<file path="src/common/odd_table_pkg.sv">
/*
 * Constants for the upper odd-column gray duration table: command codes,
 * entry reset values, status layout and display mode codes.
 * Assumes a 16-bit command word split into an 8-bit code and an 8-bit value.
 */
`default_nettype none

package odd_table_pkg;

	// Command word layout
	localparam int CMD_WORD_W = 16;
	localparam int CMD_CODE_MSB = 15;
	localparam int CMD_CODE_LSB = 8;
	localparam int CMD_DATA_MSB = 7;
	localparam int CMD_DATA_LSB = 0;
	localparam int CODE_W = CMD_CODE_MSB - CMD_CODE_LSB + 1;
	localparam int DATA_W = CMD_DATA_MSB - CMD_DATA_LSB + 1;

	// Number of table entries held here, highest gray level first
	localparam int NUM_ENTRIES = 5;
	localparam logic [3:0] TOP_LEVEL = 4'hF;
	localparam logic [3:0] BOTTOM_LEVEL = 4'hB;

	// Load command codes
	localparam logic [7:0] LOAD_ODD_LEVEL15_CMD = 8'h1F;
	localparam logic [7:0] LOAD_ODD_LEVEL14_CMD = 8'h20;
	localparam logic [7:0] LOAD_ODD_LEVEL13_CMD = 8'h21;
	localparam logic [7:0] LOAD_ODD_LEVEL12_CMD = 8'h22;
	localparam logic [7:0] LOAD_ODD_LEVEL11_CMD = 8'h23;

	// Entry reset values
	localparam logic [7:0] ODD_LEVEL15_DURATION_RST = 8'hFF;
	localparam logic [7:0] ODD_LEVEL14_DURATION_RST = 8'hAF;
	localparam logic [7:0] ODD_LEVEL13_DURATION_RST = 8'h79;
	localparam logic [7:0] ODD_LEVEL12_DURATION_RST = 8'h53;
	localparam logic [7:0] ODD_LEVEL11_DURATION_RST = 8'h39;

	// Tables indexed by entry, entry 0 is level 15
	localparam logic [7:0] ENTRY_CODE [0:NUM_ENTRIES-1] = '{LOAD_ODD_LEVEL15_CMD,
		LOAD_ODD_LEVEL14_CMD, LOAD_ODD_LEVEL13_CMD, LOAD_ODD_LEVEL12_CMD, LOAD_ODD_LEVEL11_CMD};
	localparam logic [7:0] ENTRY_RST [0:NUM_ENTRIES-1] = '{ODD_LEVEL15_DURATION_RST,
		ODD_LEVEL14_DURATION_RST, ODD_LEVEL13_DURATION_RST, ODD_LEVEL12_DURATION_RST,
		ODD_LEVEL11_DURATION_RST};

	// Status register, readable, misuse and refused bits clear on read
	localparam logic [7:0] STATUS_ADDR = 8'h80;
	localparam int STATUS_ACTIVE_BIT = 0;
	localparam int STATUS_MISUSE_BIT = 1;
	localparam int STATUS_REFUSED_BIT = 2;
	localparam logic [7:0] STATUS_RST = 8'h00;
	localparam logic [7:0] READ_IDLE = 8'h00;

	// Display mode codes on the mode input
	localparam logic [1:0] MODE_GRAY16 = 2'h0;
	localparam logic [1:0] MODE_GRAY4 = 2'h1;
	localparam logic [1:0] MODE_GRAY64 = 2'h2;
	localparam logic [1:0] MODE_MONO = 2'h3;

endpackage

`default_nettype wire

</file>
<file path="src/hdl/odd_gray_duration_table_upper.sv">
/*
 * Upper odd-column gray duration table (levels 11 to 15) with its
 * drive timer for the odd column outputs.
 * Assumes the host splits each command word into code and value on the
 * register port, and that the column logic asks for one drive at a time.
 */
// Added by the designer: the address-and-strobe port.
`timescale 1ns/1ps
`default_nettype none

module odd_gray_duration_table_upper #(
	parameter int ENTRY_W = 8
) (
	input wire logic CLK_IN,
	input wire logic RESETN_IN,
	input wire logic CE_IN,
	input wire logic [odd_table_pkg::CODE_W-1:0] ADDR_IN,
	input wire logic [odd_table_pkg::DATA_W-1:0] WDATA_IN,
	input wire logic WR_STROBE_IN,
	input wire logic RD_STROBE_IN,
	output logic [odd_table_pkg::DATA_W-1:0] RDATA_OUT,
	input wire logic [1:0] DISPLAY_MODE_IN,
	input wire logic DRIVE_START_IN,
	input wire logic [3:0] DRIVE_LEVEL_IN,
	output logic DRIVE_ACTIVE_OUT,
	output logic DRIVE_DONE_OUT,
	output logic [ENTRY_W-1:0] LEVEL15_PERIOD_COUNT_OUT,
	output logic [ENTRY_W-1:0] LEVEL14_PERIOD_COUNT_OUT,
	output logic [ENTRY_W-1:0] LEVEL13_PERIOD_COUNT_OUT,
	output logic [ENTRY_W-1:0] LEVEL12_PERIOD_COUNT_OUT,
	output logic [ENTRY_W-1:0] LEVEL11_PERIOD_COUNT_OUT
);

	import odd_table_pkg::*;

	logic [ENTRY_W-1:0] entry_reg [0:NUM_ENTRIES-1];
	logic [ENTRY_W-1:0] entry_next [0:NUM_ENTRIES-1];
	logic [NUM_ENTRIES-1:0] entry_hit;
	logic load_any;
	logic mode_ok;
	logic status_read;
	logic level_in_range;
	logic [3:0] level_offset;
	logic start_ok;
	logic start_refused;
	logic [ENTRY_W-1:0] sel_value;
	logic timer_busy;
	logic timer_done;
	logic misuse_reg;
	logic misuse_next;
	logic refused_reg;
	logic refused_next;
	logic [DATA_W-1:0] rdata_reg;
	logic [DATA_W-1:0] rdata_next;
	logic [DATA_W-1:0] status_word;

	// Drive requests are only taken in 16-level gray operation; loads in other modes still take and set misuse
	assign mode_ok = (DISPLAY_MODE_IN == MODE_GRAY16);

	// One entry per generate step: decode its code, load it, keep it
	generate
		for (genvar i = 0; i < NUM_ENTRIES; i++) begin : g_entry
			assign entry_hit[i] = WR_STROBE_IN && (ADDR_IN == ENTRY_CODE[i]);

			always_comb begin
				entry_next[i] = entry_reg[i];
				if (entry_hit[i]) begin
					entry_next[i] = WDATA_IN[ENTRY_W-1:0];
				end
			end

			always_ff @(posedge CLK_IN) begin
				if (!RESETN_IN) begin
					entry_reg[i] <= ENTRY_RST[i][ENTRY_W-1:0];
				end else if (CE_IN) begin
					entry_reg[i] <= entry_next[i];
				end
			end
		end
	endgenerate

	// Any load command seen this cycle
	assign load_any = |entry_hit;

	assign LEVEL13_PERIOD_COUNT_OUT = entry_reg[2];
	assign LEVEL12_PERIOD_COUNT_OUT = entry_reg[3];
	assign LEVEL11_PERIOD_COUNT_OUT = entry_reg[4];
	// Levels 15 and 14 entries out
	assign LEVEL15_PERIOD_COUNT_OUT = entry_reg[0];
	assign LEVEL14_PERIOD_COUNT_OUT = entry_reg[1];

	// Drive request decode: only levels 11 to 15 belong to this table
	assign level_in_range = (DRIVE_LEVEL_IN >= BOTTOM_LEVEL) && (DRIVE_LEVEL_IN <= TOP_LEVEL);
	assign level_offset = TOP_LEVEL - DRIVE_LEVEL_IN;

	always_comb begin
		sel_value = '0;
		for (int k = 0; k < NUM_ENTRIES; k++) begin
			if (level_offset == 4'(k)) begin
				sel_value = entry_reg[k];
			end
		end
	end

	// A request is taken only when idle, in range and in 16-level mode
	assign start_ok = DRIVE_START_IN && !timer_busy && level_in_range && mode_ok;
	assign start_refused = DRIVE_START_IN && !start_ok;

	period_timer #(
		.COUNT_W(ENTRY_W)
	) u_drive_timer (
		.clk_in(CLK_IN),
		.resetn_in(RESETN_IN),
		.ce_in(CE_IN),
		.start_in(start_ok),
		.value_in(sel_value),
		.busy_out(timer_busy),
		.done_out(timer_done)
	);

	// Drive window seen by the column output stage
	assign DRIVE_ACTIVE_OUT = timer_busy;
	assign DRIVE_DONE_OUT = timer_done;

	// A status read clears the sticky bits
	assign status_read = RD_STROBE_IN && (ADDR_IN == STATUS_ADDR);

	always_comb begin
		misuse_next = misuse_reg;
		refused_next = refused_reg;
		if (status_read) begin
			misuse_next = 1'b0;
			refused_next = 1'b0;
		end
		// A new event in the clearing cycle is kept
		if (load_any && !mode_ok) begin
			misuse_next = 1'b1;
		end
		if (start_refused) begin
			refused_next = 1'b1;
		end
	end

	// Sticky status flags
	always_ff @(posedge CLK_IN) begin
		if (!RESETN_IN) begin
			misuse_reg <= STATUS_RST[STATUS_MISUSE_BIT];
			refused_reg <= STATUS_RST[STATUS_REFUSED_BIT];
		end else if (CE_IN) begin
			misuse_reg <= misuse_next;
			refused_reg <= refused_next;
		end
	end

	// Status word as read by software
	always_comb begin
		status_word = STATUS_RST;
		status_word[STATUS_ACTIVE_BIT] = timer_busy;
		status_word[STATUS_MISUSE_BIT] = misuse_reg;
		status_word[STATUS_REFUSED_BIT] = refused_reg;
	end

	always_comb begin
		rdata_next = READ_IDLE;
		if (status_read) begin
			rdata_next = status_word;
		end
	end

	// Read data stand for the one cycle after the read strobe
	always_ff @(posedge CLK_IN) begin
		if (!RESETN_IN) begin
			rdata_reg <= READ_IDLE;
		end else if (CE_IN) begin
			rdata_reg <= rdata_next;
		end
	end

	assign RDATA_OUT = rdata_reg;

endmodule

`default_nettype wire

</file>
<file path="src/hdl/period_timer.sv">
/*
 * Period timer: once started with a value N it holds busy for N+1 clock
 * periods, then pulses done in its last busy cycle.
 * Assumes the start pulse is only given while the timer is idle.
 */
`timescale 1ns/1ps
`default_nettype none

module period_timer #(
	parameter int COUNT_W = 8
) (
	input wire logic clk_in,
	input wire logic resetn_in,
	input wire logic ce_in,
	input wire logic start_in,
	input wire logic [COUNT_W-1:0] value_in,
	output logic busy_out,
	output logic done_out
);

	typedef enum logic {IDLE, RUN} timer_state_t;

	timer_state_t state_reg;
	timer_state_t state_next;
	logic [COUNT_W-1:0] count_reg;
	logic [COUNT_W-1:0] count_next;

	// Next state: load on start, count down, stop after count zero
	always_comb begin
		state_next = state_reg;
		count_next = count_reg;
		case (state_reg)
			IDLE: begin
				if (start_in) begin
					state_next = RUN;
					count_next = value_in;
				end
			end
			RUN: begin
				if (count_reg == '0) begin
					state_next = IDLE;
				end else begin
					count_next = count_reg - 1'b1;
				end
			end
			default: begin
				state_next = IDLE;
				count_next = '0;
			end
		endcase
	end

	// State registers, frozen while the clock enable is low
	always_ff @(posedge clk_in) begin
		if (!resetn_in) begin
			state_reg <= IDLE;
			count_reg <= '0;
		end else if (ce_in) begin
			state_reg <= state_next;
			count_reg <= count_next;
		end
	end

	// Busy spans N+1 cycles, done marks the last of them
	assign busy_out = (state_reg == RUN);
	assign done_out = (state_reg == RUN) && (count_reg == '0);

endmodule

`default_nettype wire

</file>
<file path="config.mk">
export PLATFORM = sky130hd
export DESIGN_NAME = odd_gray_duration_table_upper
export DESIGN_NICKNAME = d
export VERILOG_FILES = /design/src/common/odd_table_pkg.sv /design/src/hdl/odd_gray_duration_table_upper.sv /design/src/hdl/period_timer.sv
export SDC_FILE = /design/constraint.sdc
export NUM_CORES = 1
export LEC_CHECK = 0
export ABC_AREA = 0
export BUFFER_PORTS_ARGS = -buffer_cell sky130_fd_sc_hd__buf_2
export CAP_MARGIN = 20
export CORE_UTILIZATION = 40
export CTS_CLUSTER_SIZE = 14
export DETAILED_ROUTE_END_ITERATION = 6
export HOLD_SLACK_MARGIN = 0.12
export PLACE_DENSITY = 0.62
export SYNTH_ARGS = -nofsm -noshare
export SYNTH_HDL_FRONTEND = slang
export SYNTH_SLANG_ARGS = --single-unit
</file>
<file path="constraint.sdc">
create_clock -name CLK_IN -period 3.3 [get_ports CLK_IN]
set_input_delay 0.165 -clock CLK_IN [delete_from_list [all_inputs] [get_ports CLK_IN]]
set_output_delay 0.165 -clock CLK_IN [all_outputs]
set_load 0.01 [all_outputs]
</file>
==> qor.csv, run 1 <==
stage,metric,value,unit
route,vias,1968,
worst_hold_path,hold_end,entry_reg[1][2]$_SDFFCE_PN1P_,
global_route,grt_max_degree,20,
route,first_iter_violations,157,
die,die_w,81.4,um
critical_path,crit_fanout,7,
sta,fin_skew,0.0119,ns
critical_path,crit_family,simple AND/OR/NAND/NOR gates,
cells_and_area,mostFrequentLayoutCell,buf_2,
cts,cts_sinks,54,
die,initial_utilization,42.1,%
global_route,grt_pass1_wl,9590,um
critical_path,reg2reg_depth,6,
placement,port-buffer-count,72,
cts,cts_max_path_buffers,2,
cells_and_area,area.growth.synth_to_final,19.7,%
cells_and_area,diodes,0,
critical_path,rrSetupSlack,1.17,ns
cts,clk_latency,0.31,ns
die,rows,28,
sta,period_share,64.5,%
route,drt_wl_total,6150,um
critical_path,slowest_delay,0.45,ns
yosys,ys.warnings.count,0,
yosys,synthFlopType,edfxtp_1,
yosys,async_flop_share,0,%
sta,setup_ws,1.17,ns
yosys,syn_area,2520,um^2
sta,fin_crit,2.13,ns
cts,cts_root_buf,clkbuf_8,
yosys,synth_area_per_cell,11.8,um^2
worst_hold_path,hold_path_class,in2reg,
outcome,status,finished clean,
worst_hold_path,min_from,WDATA_IN[2],
route,drc_errors,0,
critical_path,worstReg2RegStart,u_drive_timer.count_reg[0]$_SDFFE_PN0P_,
pwr,p_per_area,450,nW/um^2
cts,cts-htree-levels,2,
sta,fmax,470,MHz
critical_path,cp.depth,6,
route,final_antenna_net_count,0,
critical_path,cp_cell_sequence,inv_1 > ha_1 > or4b_1 > o211ai_1 > nand2_1 > o221a_1,
yosys,ys_seq_area_share,58.7,%
route,drt_pre_antenna_iters,4,
sta,relSlewSlack,36.1,%
pwr,power.leakage,1.18,nW
sta,maxSlewViolCount,0,
cells_and_area,drive_gt1_share,34.2,%
route,viasPerCell,5.48,
critical_path,critPathSlowestCell,or4b_1,
worst_hold_path,holdPathStages,2,
cts,cts_resized,0,
cts,cts_buffers,5,
placement,post-place-ws,1.09,ns
sta,rsz0062_at_grt,no,
placement,hpwl,4420,um
die,design.core.area,5990,um^2
cells_and_area,largest_reg_flops,40,
die,dieArea,6630,um^2
global_route,antenna_found_initial,0,
yosys,netlist_instances,214,
global_route,grt-ovfl-total,0,
critical_path,crit_start,u_drive_timer.count_reg[0]$_SDFFE_PN0P_,
yosys,ys_ff_latch,54,
critical_path,critPathCaptureType,flop,
global_route,grtUsageTotal,19.6,%
cts,post-cts-setup-buffer-count,0,
cts,cts.clk_slew.worst_paths,0.11,ns
critical_path,timing.rr.end,u_drive_timer.count_reg[1]$_SDFFE_PN0P_,
route,wire_per_inst,17.1,um
sta,setup_tns,0,ns
sta,tightest_slew,0.952,ns
global_route,grt_pass1_vias,1869,
critical_path,critPathBufInv,1,
die,die_h,81.4,um
critical_path,crit_path_start_kind,flop,
cts,tritoncts,yes,
critical_path,cp_data_arrival_time,2.33,ns
critical_path,required,3.51,ns
critical_path,crit_type,reg2reg,
die,io_pins,78,
pwr,vdd_drop_max,0.000287,V
sta,setup_violations,0,
cts,cts_hold_buf,0,
yosys,synth_edf_count,40,
cells_and_area,final_cell_mix,"buf_2 (72), edfxtp_1 (40), a21oi_1 (22)",
sta,hold_violations,0,
placement,gp_congestion,0.852,
job,max-cap-violations,0,
cells_and_area,final_nets,313,
yosys,synth.distinct_cells,42,
-- per-layer routing --
metal | global-route usage [%] | wire length (um) | up-vias
met3 | 4.00 | 366 | 5
met1 | 26.8 | 2770 | 943
li1 | - | - | 946
met4 | 5.36 | 44 | 0
met2 | 31.8 | 2970 | 74
met5 | 0 | 0 | -
-- worst reg2reg max path, cell delays in order, from the launching register on --
cell,delay (ns)
dfxtp_1,0.38
inv_1,0.11
ha_1,0.15
or4b_1,0.45
o211ai_1,0.40
nand2_1,0.25
o221a_1,0.29
-- kinds of logic (layout without fill, tap and decap cells) --
| group | count (synthesis) | in the layout | share of synthesized area (%) |
|---|---|---|---|
| compound gates | 50 | 50 | 11.6 |
| fa+ha+maj | 2 | 2 | 0.991 |
| buf+inv | 20 | 86 | 3.82 |
| flops | 54 | 54 | 58.7 |
| mux | 9 | 9 | 7.14 |
| other cells | 1 | 5 | 0.149 |
| simple gates | 78 | 78 | 17.6 |
-- synthesized netlist by cell type (7+ instances only) --
| library cell | instances | area share [%] |
|---|---|---|
| edfxtp_1 | 40 | 48 |
| a21oi_1 | 22 | 4.4 |
| nor2_1 | 16 | 2.4 |
| dfxtp_1 | 14 | 11 |
| nand2_1 | 12 | 1.8 |
| and3_1 | 8 | 2.0 |
| clkbuf_1 | 8 | 1.2 |
| or2_2 | 8 | 2.0 |
| mux4_2 | 7 | 6.2 |
| o21ai_0 | 7 | 1.4 |
| o21ai_1 | 7 | 1.4 |
-- area by class of cell --
class / count / area, um^2
clock buffers: 5 / 68.8
fillers: 558 / 2970
clock inverters: 3 / 28.8
multi-input cells: 144 / 961
flip-flops and latches: 54 / 1480
well taps: 75 / 93.8
inverters: 5 / 18.8
repair buffers: 73 / 368
-- worst max-delay path by stage --
stage	endpoint	slack [ns]
after floorplan	entry_reg[1][0]$_SDFFCE_PN1P_	1.23
after detailed placement	entry_reg[0][6]$_SDFFCE_PN1P_	1.09
after CTS	u_drive_timer.count_reg[2]$_SDFFE_PN0P_	1.19
after global placement	entry_reg[0][6]$_SDFFCE_PN1P_	1.10
final	u_drive_timer.count_reg[1]$_SDFFE_PN0P_	1.17
after global routing	u_drive_timer.count_reg[6]$_SDFFE_PN0P_	0.98
-- power breakdown --
group / leakage (nW) / internal, mW / switching [mW] / total [mW]
sequential: 0.508 / 0.770 / 0.0216 / 0.792
combinational: 0.621 / 0.0701 / 0.0969 / 0.167
clock: 0.0502 / 0.158 / 0.242 / 0.400
total: 1.18 / 0.998 / 0.361 / 1.36
-- metrics by stage --
stage	power [mW]	hold WS (ns)	std cells	cell area, um^2	util, %
after CTS	1.36	0.138	359	3020	50.4
after global placement	0.974	0.450	351	2920	48.8
final	1.36	0.144	359	3020	50.4
after detailed placement	0.974	0.451	351	2920	48.8
after floorplan	0.895	0.314	218	2540	-
after global routing	1.41	0.151	359	3020	50.4
Note: power is estimated with default switching activity, not from simulation.
==> run 2, diff against run 1 <==
Settings changed: ABC_AREA 0 to 1, PLACE_DENSITY 0.62 to 0.64.
Clock period 3.3 ns to 1.9 ns, I/O delays scaled along.
==> run 2 against run 1 <==
Maximum frequency up 45%; wire length increased by 5.7%; die area is 4.7% higher; design area is 9.7% higher; clock power up 94%.
==> qor.csv, run 2 <==
stage,metric,value,unit
outcome,status,finished clean,
global_route,grt_max_degree,18,
sta,fin_skew,0.0120,ns
cts,clk_latency,0.31,ns
yosys,ys_seq_area_share,56.0,%
global_route,grtUsageTotal,18.9,%
global_route,antenna_found_initial,0,
route,drt_wl_total,6500,um
yosys,synth_top_cells_by_count,"nand2_1 (78), nor2_1 (44), edfxtp_1 (40), inv_1 (33), nand3_1 (24)",
critical_path,crit_path_start_kind,flop,
die,dieArea,6940,um^2
cells_and_area,diodes,0,
yosys,ys.warnings.count,0,
sta,fmax,683,MHz
cts,cts-htree-levels,2,
pwr,total_power,2.46,mW
cts,cts_resized,0,
cells_and_area,drive_gt1_share,26.5,%
pwr,vdd_drop_max,0.000409,V
route,wire_per_inst,13.8,um
die,io_pins,78,
pwr,swShare,24.9,%
sta,setup_ws,0.435,ns
sta,hold_violations,0,
worst_hold_path,hold_end,misuse_reg$_SDFFE_PN0P_,
yosys,synthTopCellsByArea,"edfxtp_1 (45%), nand2_1 (11%), dfxtp_1 (11%), nor2_1 (6.2%), inv_1 (4.7%)",
global_route,grt_pass1_vias,2221,
yosys,async_flop_share,0,%
cts,cts.clk_slew.worst_paths,0.10,ns
sta,setup_violations,0,
placement,port-buffer-count,72,
critical_path,crit_fanout,10,
cts,cts_root_buf,clkbuf_8,
route,drc_errors,0,
cts,cts_sinks,54,
placement,gp_congestion,0.781,
sta,rsz0062_at_grt,no,
pwr,seqPwrFrac,56.0,%
yosys,syn_area,2650,um^2
die,rows,29,
sta,setup_tns,0,ns
worst_hold_path,holdPathStages,3,
cells_and_area,largest_reg_flops,40,
pwr,pwr-share-clk,31.5,%
critical_path,required,2.10,ns
critical_path,worstReg2RegStart,u_drive_timer.count_reg[0]$_SDFFE_PN0P_,
global_route,grt_pass1_wl,10300,um
pwr,p_per_area,742,nW/um^2
cells_and_area,mostFrequentLayoutCell,nand2_1,
yosys,synth_edf_count,40,
yosys,synth.largest_area_cell,edfxtp_1,
yosys,synthFlopType,edfxtp_1,
route,final_antenna_net_count,0,
yosys,netlist_instances,304,
cts,tritoncts,yes,
route,first_iter_violations,121,
pwr,power.leakage,1.53,nW
die,die_w,83.3,um
pwr,p_int,1.85,mW
worst_hold_path,hold_path_class,in2reg,
critical_path,cp_data_arrival_time,1.67,ns
critical_path,rrSetupSlack,0.44,ns
critical_path,critPathCaptureType,flop,
worst_hold_path,min_from,CE_IN,
cells_and_area,area.growth.synth_to_final,25.2,%
pwr,p_comb_share,12.5,%
sta,tightest_slew,0.506,ns
yosys,yosysMostFrequentCell,nand2_1,
route,viasPerCell,4.95,
critical_path,timing.rr.end,u_drive_timer.count_reg[6]$_SDFFE_PN0P_,
yosys,netlist.area_leader.share,45.4,%
yosys,synth_area_per_cell,8.70,um^2
die,die_h,83.3,um
sta,maxSlewViolCount,0,
cells_and_area,final_cell_mix,"nand2_1 (78), buf_2 (72), nor2_1 (44)",
cts,cts_buffers,5,
sta,fin_crit,1.46,ns
yosys,ys_ff_latch,54,
route,vias,2326,
route,drt_pre_antenna_iters,4,
yosys,synth.distinct_cells,31,
sta,relSlewSlack,66.0,%
job,max-cap-violations,0,
critical_path,reg2reg_depth,9,
sta,period_share,77.1,%
die,design.core.area,6350,um^2
placement,hpwl,4910,um
global_route,grt-ovfl-total,0,
critical_path,crit_type,reg2reg,
die,initial_utilization,41.7,%
cts,cts_max_path_buffers,2,
pwr,p_switching,0.611,mW
cells_and_area,final_nets,422,
placement,post-place-ws,0.438,ns
run 2: cell count changes after synthesis, moves of 4 or more:
cell,delta
nand3_1,+19
and3_1,-8
nand2_2,+4
mux4_2,-7
nor2_1,+28
a32oi_1,-4
a21oi_1,-12
or2_2,-6
clkbuf_1,-7
nor3_1,+4
inv_1,+28
nand2_1,+66
run 2: metal layers:
| layer | vias to the layer above | track usage, % | wire, um |
|---|---|---|---|
| met3 | 4 | 3.58 | 407 |
| met4 | 0 | 6.43 | 40 |
| met1 | 1063 | 23.5 | 2880 |
| met2 | 91 | 32.9 | 3170 |
| met5 | - | 0 | 0 |
| li1 | 1168 | - | - |
run 2: area by class of cell:
cell class | instances | area [um^2]
clock buffer | 5 | 68.8
clock inverter | 3 | 42.5
fill | 608 | 3040
inverter | 36 | 136
multi-input combinational | 208 | 997
sequential | 54 | 1480
tap | 77 | 96.3
timing repair buffer | 87 | 490
run 2: power by group through the flow:
| stage | clock network [mW] | registers, mW | logic, mW |
|---|---|---|---|
| floorplan | 0 | 1.43 | 0.126 |
| global placement | 0 | 1.40 | 0.293 |
| detailed placement | 0 | 1.40 | 0.297 |
| CTS | 0.776 | 1.37 | 0.309 |
| global route | 0.812 | 1.38 | 0.340 |
| finish | 0.775 | 1.37 | 0.307 |
run 2: critical path, cell delays in order, from the launching register on:
cell      delay (ns)
dfxtp_1         0.33
inv_1           0.10
ha_1            0.15
nand3_1         0.10
o21ai_2         0.16
nand2_2         0.07
nand2_4         0.11
clkinv_2        0.13
o21ai_1         0.15
nor2_1          0.06
run 2: what timing repair did:
action | CTS | global route
hold buffers | 7 | 0
endpoints found under the hold margin | 11 | 0
buffers inserted | 0 | 0
run 2: cell families after synthesis:
logic type               Yosys count  synth area share, %
AND/OR/NAND/NOR                  172                 29.3
flip-flops                        54                 56.0
buffers and inverters             46                 7.47
AO/OA/AOI/OAI                     28                 5.82
adder cells (fa/ha/maj)            2                0.945
XOR/XNOR                           1                0.331
other                              1                0.142
run 2: worst max-delay path by stage:
stage / startpoint / endpoint / slack (ns)
after detailed placement: u_drive_timer.count_reg[0]$_SDFFE_PN0P_ / u_drive_timer.count_reg[4]$_SDFFE_PN0P_ / 0.44
after CTS: u_drive_timer.count_reg[0]$_SDFFE_PN0P_ / u_drive_timer.count_reg[4]$_SDFFE_PN0P_ / 0.42
after floorplan: CE_IN / entry_reg[1][0]$_SDFFCE_PN1P_ / 0.08
after global routing: u_drive_timer.count_reg[1]$_SDFFE_PN0P_ / u_drive_timer.count_reg[0]$_SDFFE_PN0P_ / 0.28
after global placement: u_drive_timer.count_reg[0]$_SDFFE_PN0P_ / u_drive_timer.count_reg[0]$_SDFFE_PN0P_ / 0.51
final: u_drive_timer.count_reg[0]$_SDFFE_PN0P_ / u_drive_timer.count_reg[6]$_SDFFE_PN0P_ / 0.44
run 2: per-stage QoR:
stage | std cells | cell area, um^2 | hold WS, ns | utilization (%)
2_1_floorplan | 308 | 2660 | 0.234 | -
5_1_grt | 470 | 3310 | 0.132 | 52.2
6_report | 470 | 3310 | 0.122 | 52.2
3_5_place_dp | 455 | 3130 | 0.355 | 49.3
3_3_place_gp | 455 | 3130 | 0.364 | 49.3
4_1_cts | 470 | 3310 | 0.123 | 52.2
==> run 3, diff against run 2 <==
Settings changed: ABC_AREA 1 to 0.
Clock period 1.9 ns to 1.2 ns, I/O delays scaled along.
==> run 3 against run 2 <==
The flow now finishes with violations (setup timing); largest power group unchanged; sequential cell count is the same; maximum frequency is 17% lower; utilization is 12 points higher; critical path depth down 1; largest cell class unchanged; via count rose by 1.2%; clock skew is 0.0041 ns lower; design area increased by 17%; combinational power increased by 130%.
==> qor.csv, run 3 (same netlist as run 1, synthesis figures left out) <==
stage,metric,value,unit
route,viasPerCell,5.29,
placement,gp_congestion,0.881,
global_route,grtUsageTotal,22.8,%
placement,port-buffer-count,72,
pwr,p_per_area,1020,nW/um^2
pwr,vdd_drop_max,0.000797,V
cells_and_area,finalCoreUtilization,64.5,%
cells_and_area,largest_reg_flops,40,
placement,hpwl,5220,um
cells_and_area,mostFrequentLayoutCell,buf_4,
pwr,pwr-share-clk,27.1,%
cells_and_area,drive_gt1_share,53.0,%
pwr,swShare,26.0,%
global_route,grt_pass1_wl,11000,um
global_route,grt_pass1_vias,2233,
pwr,p_int,2.93,mW
route,drt_wl_total,7180,um
pwr,power.leakage,1.63,nW
outcome,violations,setup timing,
critical_path,crit_path_start_kind,flop,
route,drt_pre_antenna_iters,4,
cts,cts_sinks,54,
die,io_pins,78,
sta,rsz0062_at_grt,yes,
die,dieArea,6630,um^2
sta,fmax,569,MHz
job,max-cap-violations,0,
cts,clk_latency,0.32,ns
route,wire_per_inst,16.1,um
pwr,p_switching,1.03,mW
die,rows,28,
cts,cts.clk_slew.worst_paths,0.10,ns
sta,timing.hold.ws,0.205,ns
cells_and_area,final_nets,399,
route,first_iter_violations,125,
global_route,grt_max_degree,20,
critical_path,cp_data_arrival_time,2.00,ns
pwr,seqPwrFrac,54.9,%
placement,placed_cells,424,
cells_and_area,diodes,0,
critical_path,required,1.44,ns
die,design.core.area,5990,um^2
die,die_h,81.4,um
die,initial_utilization,42.1,%
cts,cts_max_path_buffers,2,
critical_path,crit_fanout,6,
cells_and_area,final_cell_count_no_fill,445,
route,vias,2353,
global_route,antenna_found_initial,0,
cts,tritoncts,yes,
sta,hold_violations,0,
cts,cts_root_buf,clkbuf_8,
route,drc_errors,0,
sta,setup_ws,-0.558,ns
critical_path,critPathCaptureType,flop,
sta,setup_violations,10,
global_route,grt-ovfl-total,0,
sta,period_share,147,%
sta,fin_crit,1.76,ns
worst_hold_path,hold_path_class,in2reg,
outcome,status,finished with violations,
cts,cts-htree-levels,2,
critical_path,crit_type,reg2reg,
pwr,p_comb_share,18.0,%
sta,maxSlewViolCount,0,
sta,fin_skew,0.00791,ns
cts,cts_buffers,5,
cells_and_area,area.growth.synth_to_final,53.1,%
placement,post-place-ws,-0.610,ns
route,final_antenna_net_count,0,
die,die_w,81.4,um
cells_and_area,final_cell_mix,"buf_4 (74), buf_2 (72), edfxtp_1 (40)",
run 3: changes by cell type in the layout (fill, tap and decap cells not counted), sizes merged, moves of 12 or more:
cell	before	now
nand2	83	12
buf	80	150
a21oi	10	22
inv	35	7
nor2	46	16
nand3	24	5
run 3: path summary, 6_finish.rpt:
| check | from | end | slack [ns] | cells after the start |
|---|---|---|---|---|
| worst max register to register | u_drive_timer.count_reg[0]$_SDFFE_PN0P_ | u_drive_timer.count_reg[5]$_SDFFE_PN0P_ | -0.56 | 8 |
| worst max-delay path | u_drive_timer.count_reg[0]$_SDFFE_PN0P_ | u_drive_timer.count_reg[5]$_SDFFE_PN0P_ | -0.56 | 8 |
| worst min register to register | refused_reg$_SDFFE_PN0P_ | refused_reg$_SDFFE_PN0P_ | 0.47 | 2 |
| worst min-delay path | DRIVE_START_IN | refused_reg$_SDFFE_PN0P_ | 0.21 | 4 |
run 3: power by group through the flow:
stage | Clock [mW] | Sequential [mW] | Combinational (mW)
after global placement | 0 | 2.21 | 0.666
final | 1.07 | 2.17 | 0.713
after global routing | 1.16 | 2.18 | 0.760
after floorplan | 0 | 2.26 | 0.226
after detailed placement | 0 | 2.22 | 0.673
after CTS | 1.09 | 2.17 | 0.704
run 3: final cells by class:
class                      instances  area (um^2)
inverter                           5         18.8
sequential                        54         1490
clock inverter                     3         26.3
clock buffer                       5         68.8
tap                               75         93.8
timing repair buffer             159         1090
multi-input combinational        144         1080
fill                             491         2130
run 3: worst max-delay path, stage by stage, from the launching register on:
cell	delay [ns]
dfxtp_2	0.33
inv_2	0.05
ha_1	0.13
or4b_4	0.45
o211ai_1	0.18
buf_4	0.17
and2_4	0.18
o21ai_1	0.08
a31oi_1	0.13
run 3: stage by stage:
step	total power, mW	TNS (ns)	area [um^2]
2_1_floorplan	2.48	-6.92	2640
3_3_place_gp	2.88	-14.39	3600
3_5_place_dp	2.89	-15.88	3600
4_1_cts	3.96	-5.32	3830
5_1_grt	4.10	-6.33	3860
6_report	3.96	-5.24	3860
run 3: timing repair:
item	4_1_cts	5_1_grt
endpoints found under the setup margin	12	11
setup buffers	3	1
endpoints found under the hold margin	38	0
pin swaps	5	13
hold buffers	9	0
gates resized for setup	8	6
run 3: metal layers:
layer	routed length [um]	track usage, %
met2	3730	38.3
met3	427	4.67
met1	2880	28.5
met4	134	9.46
met5	0	0
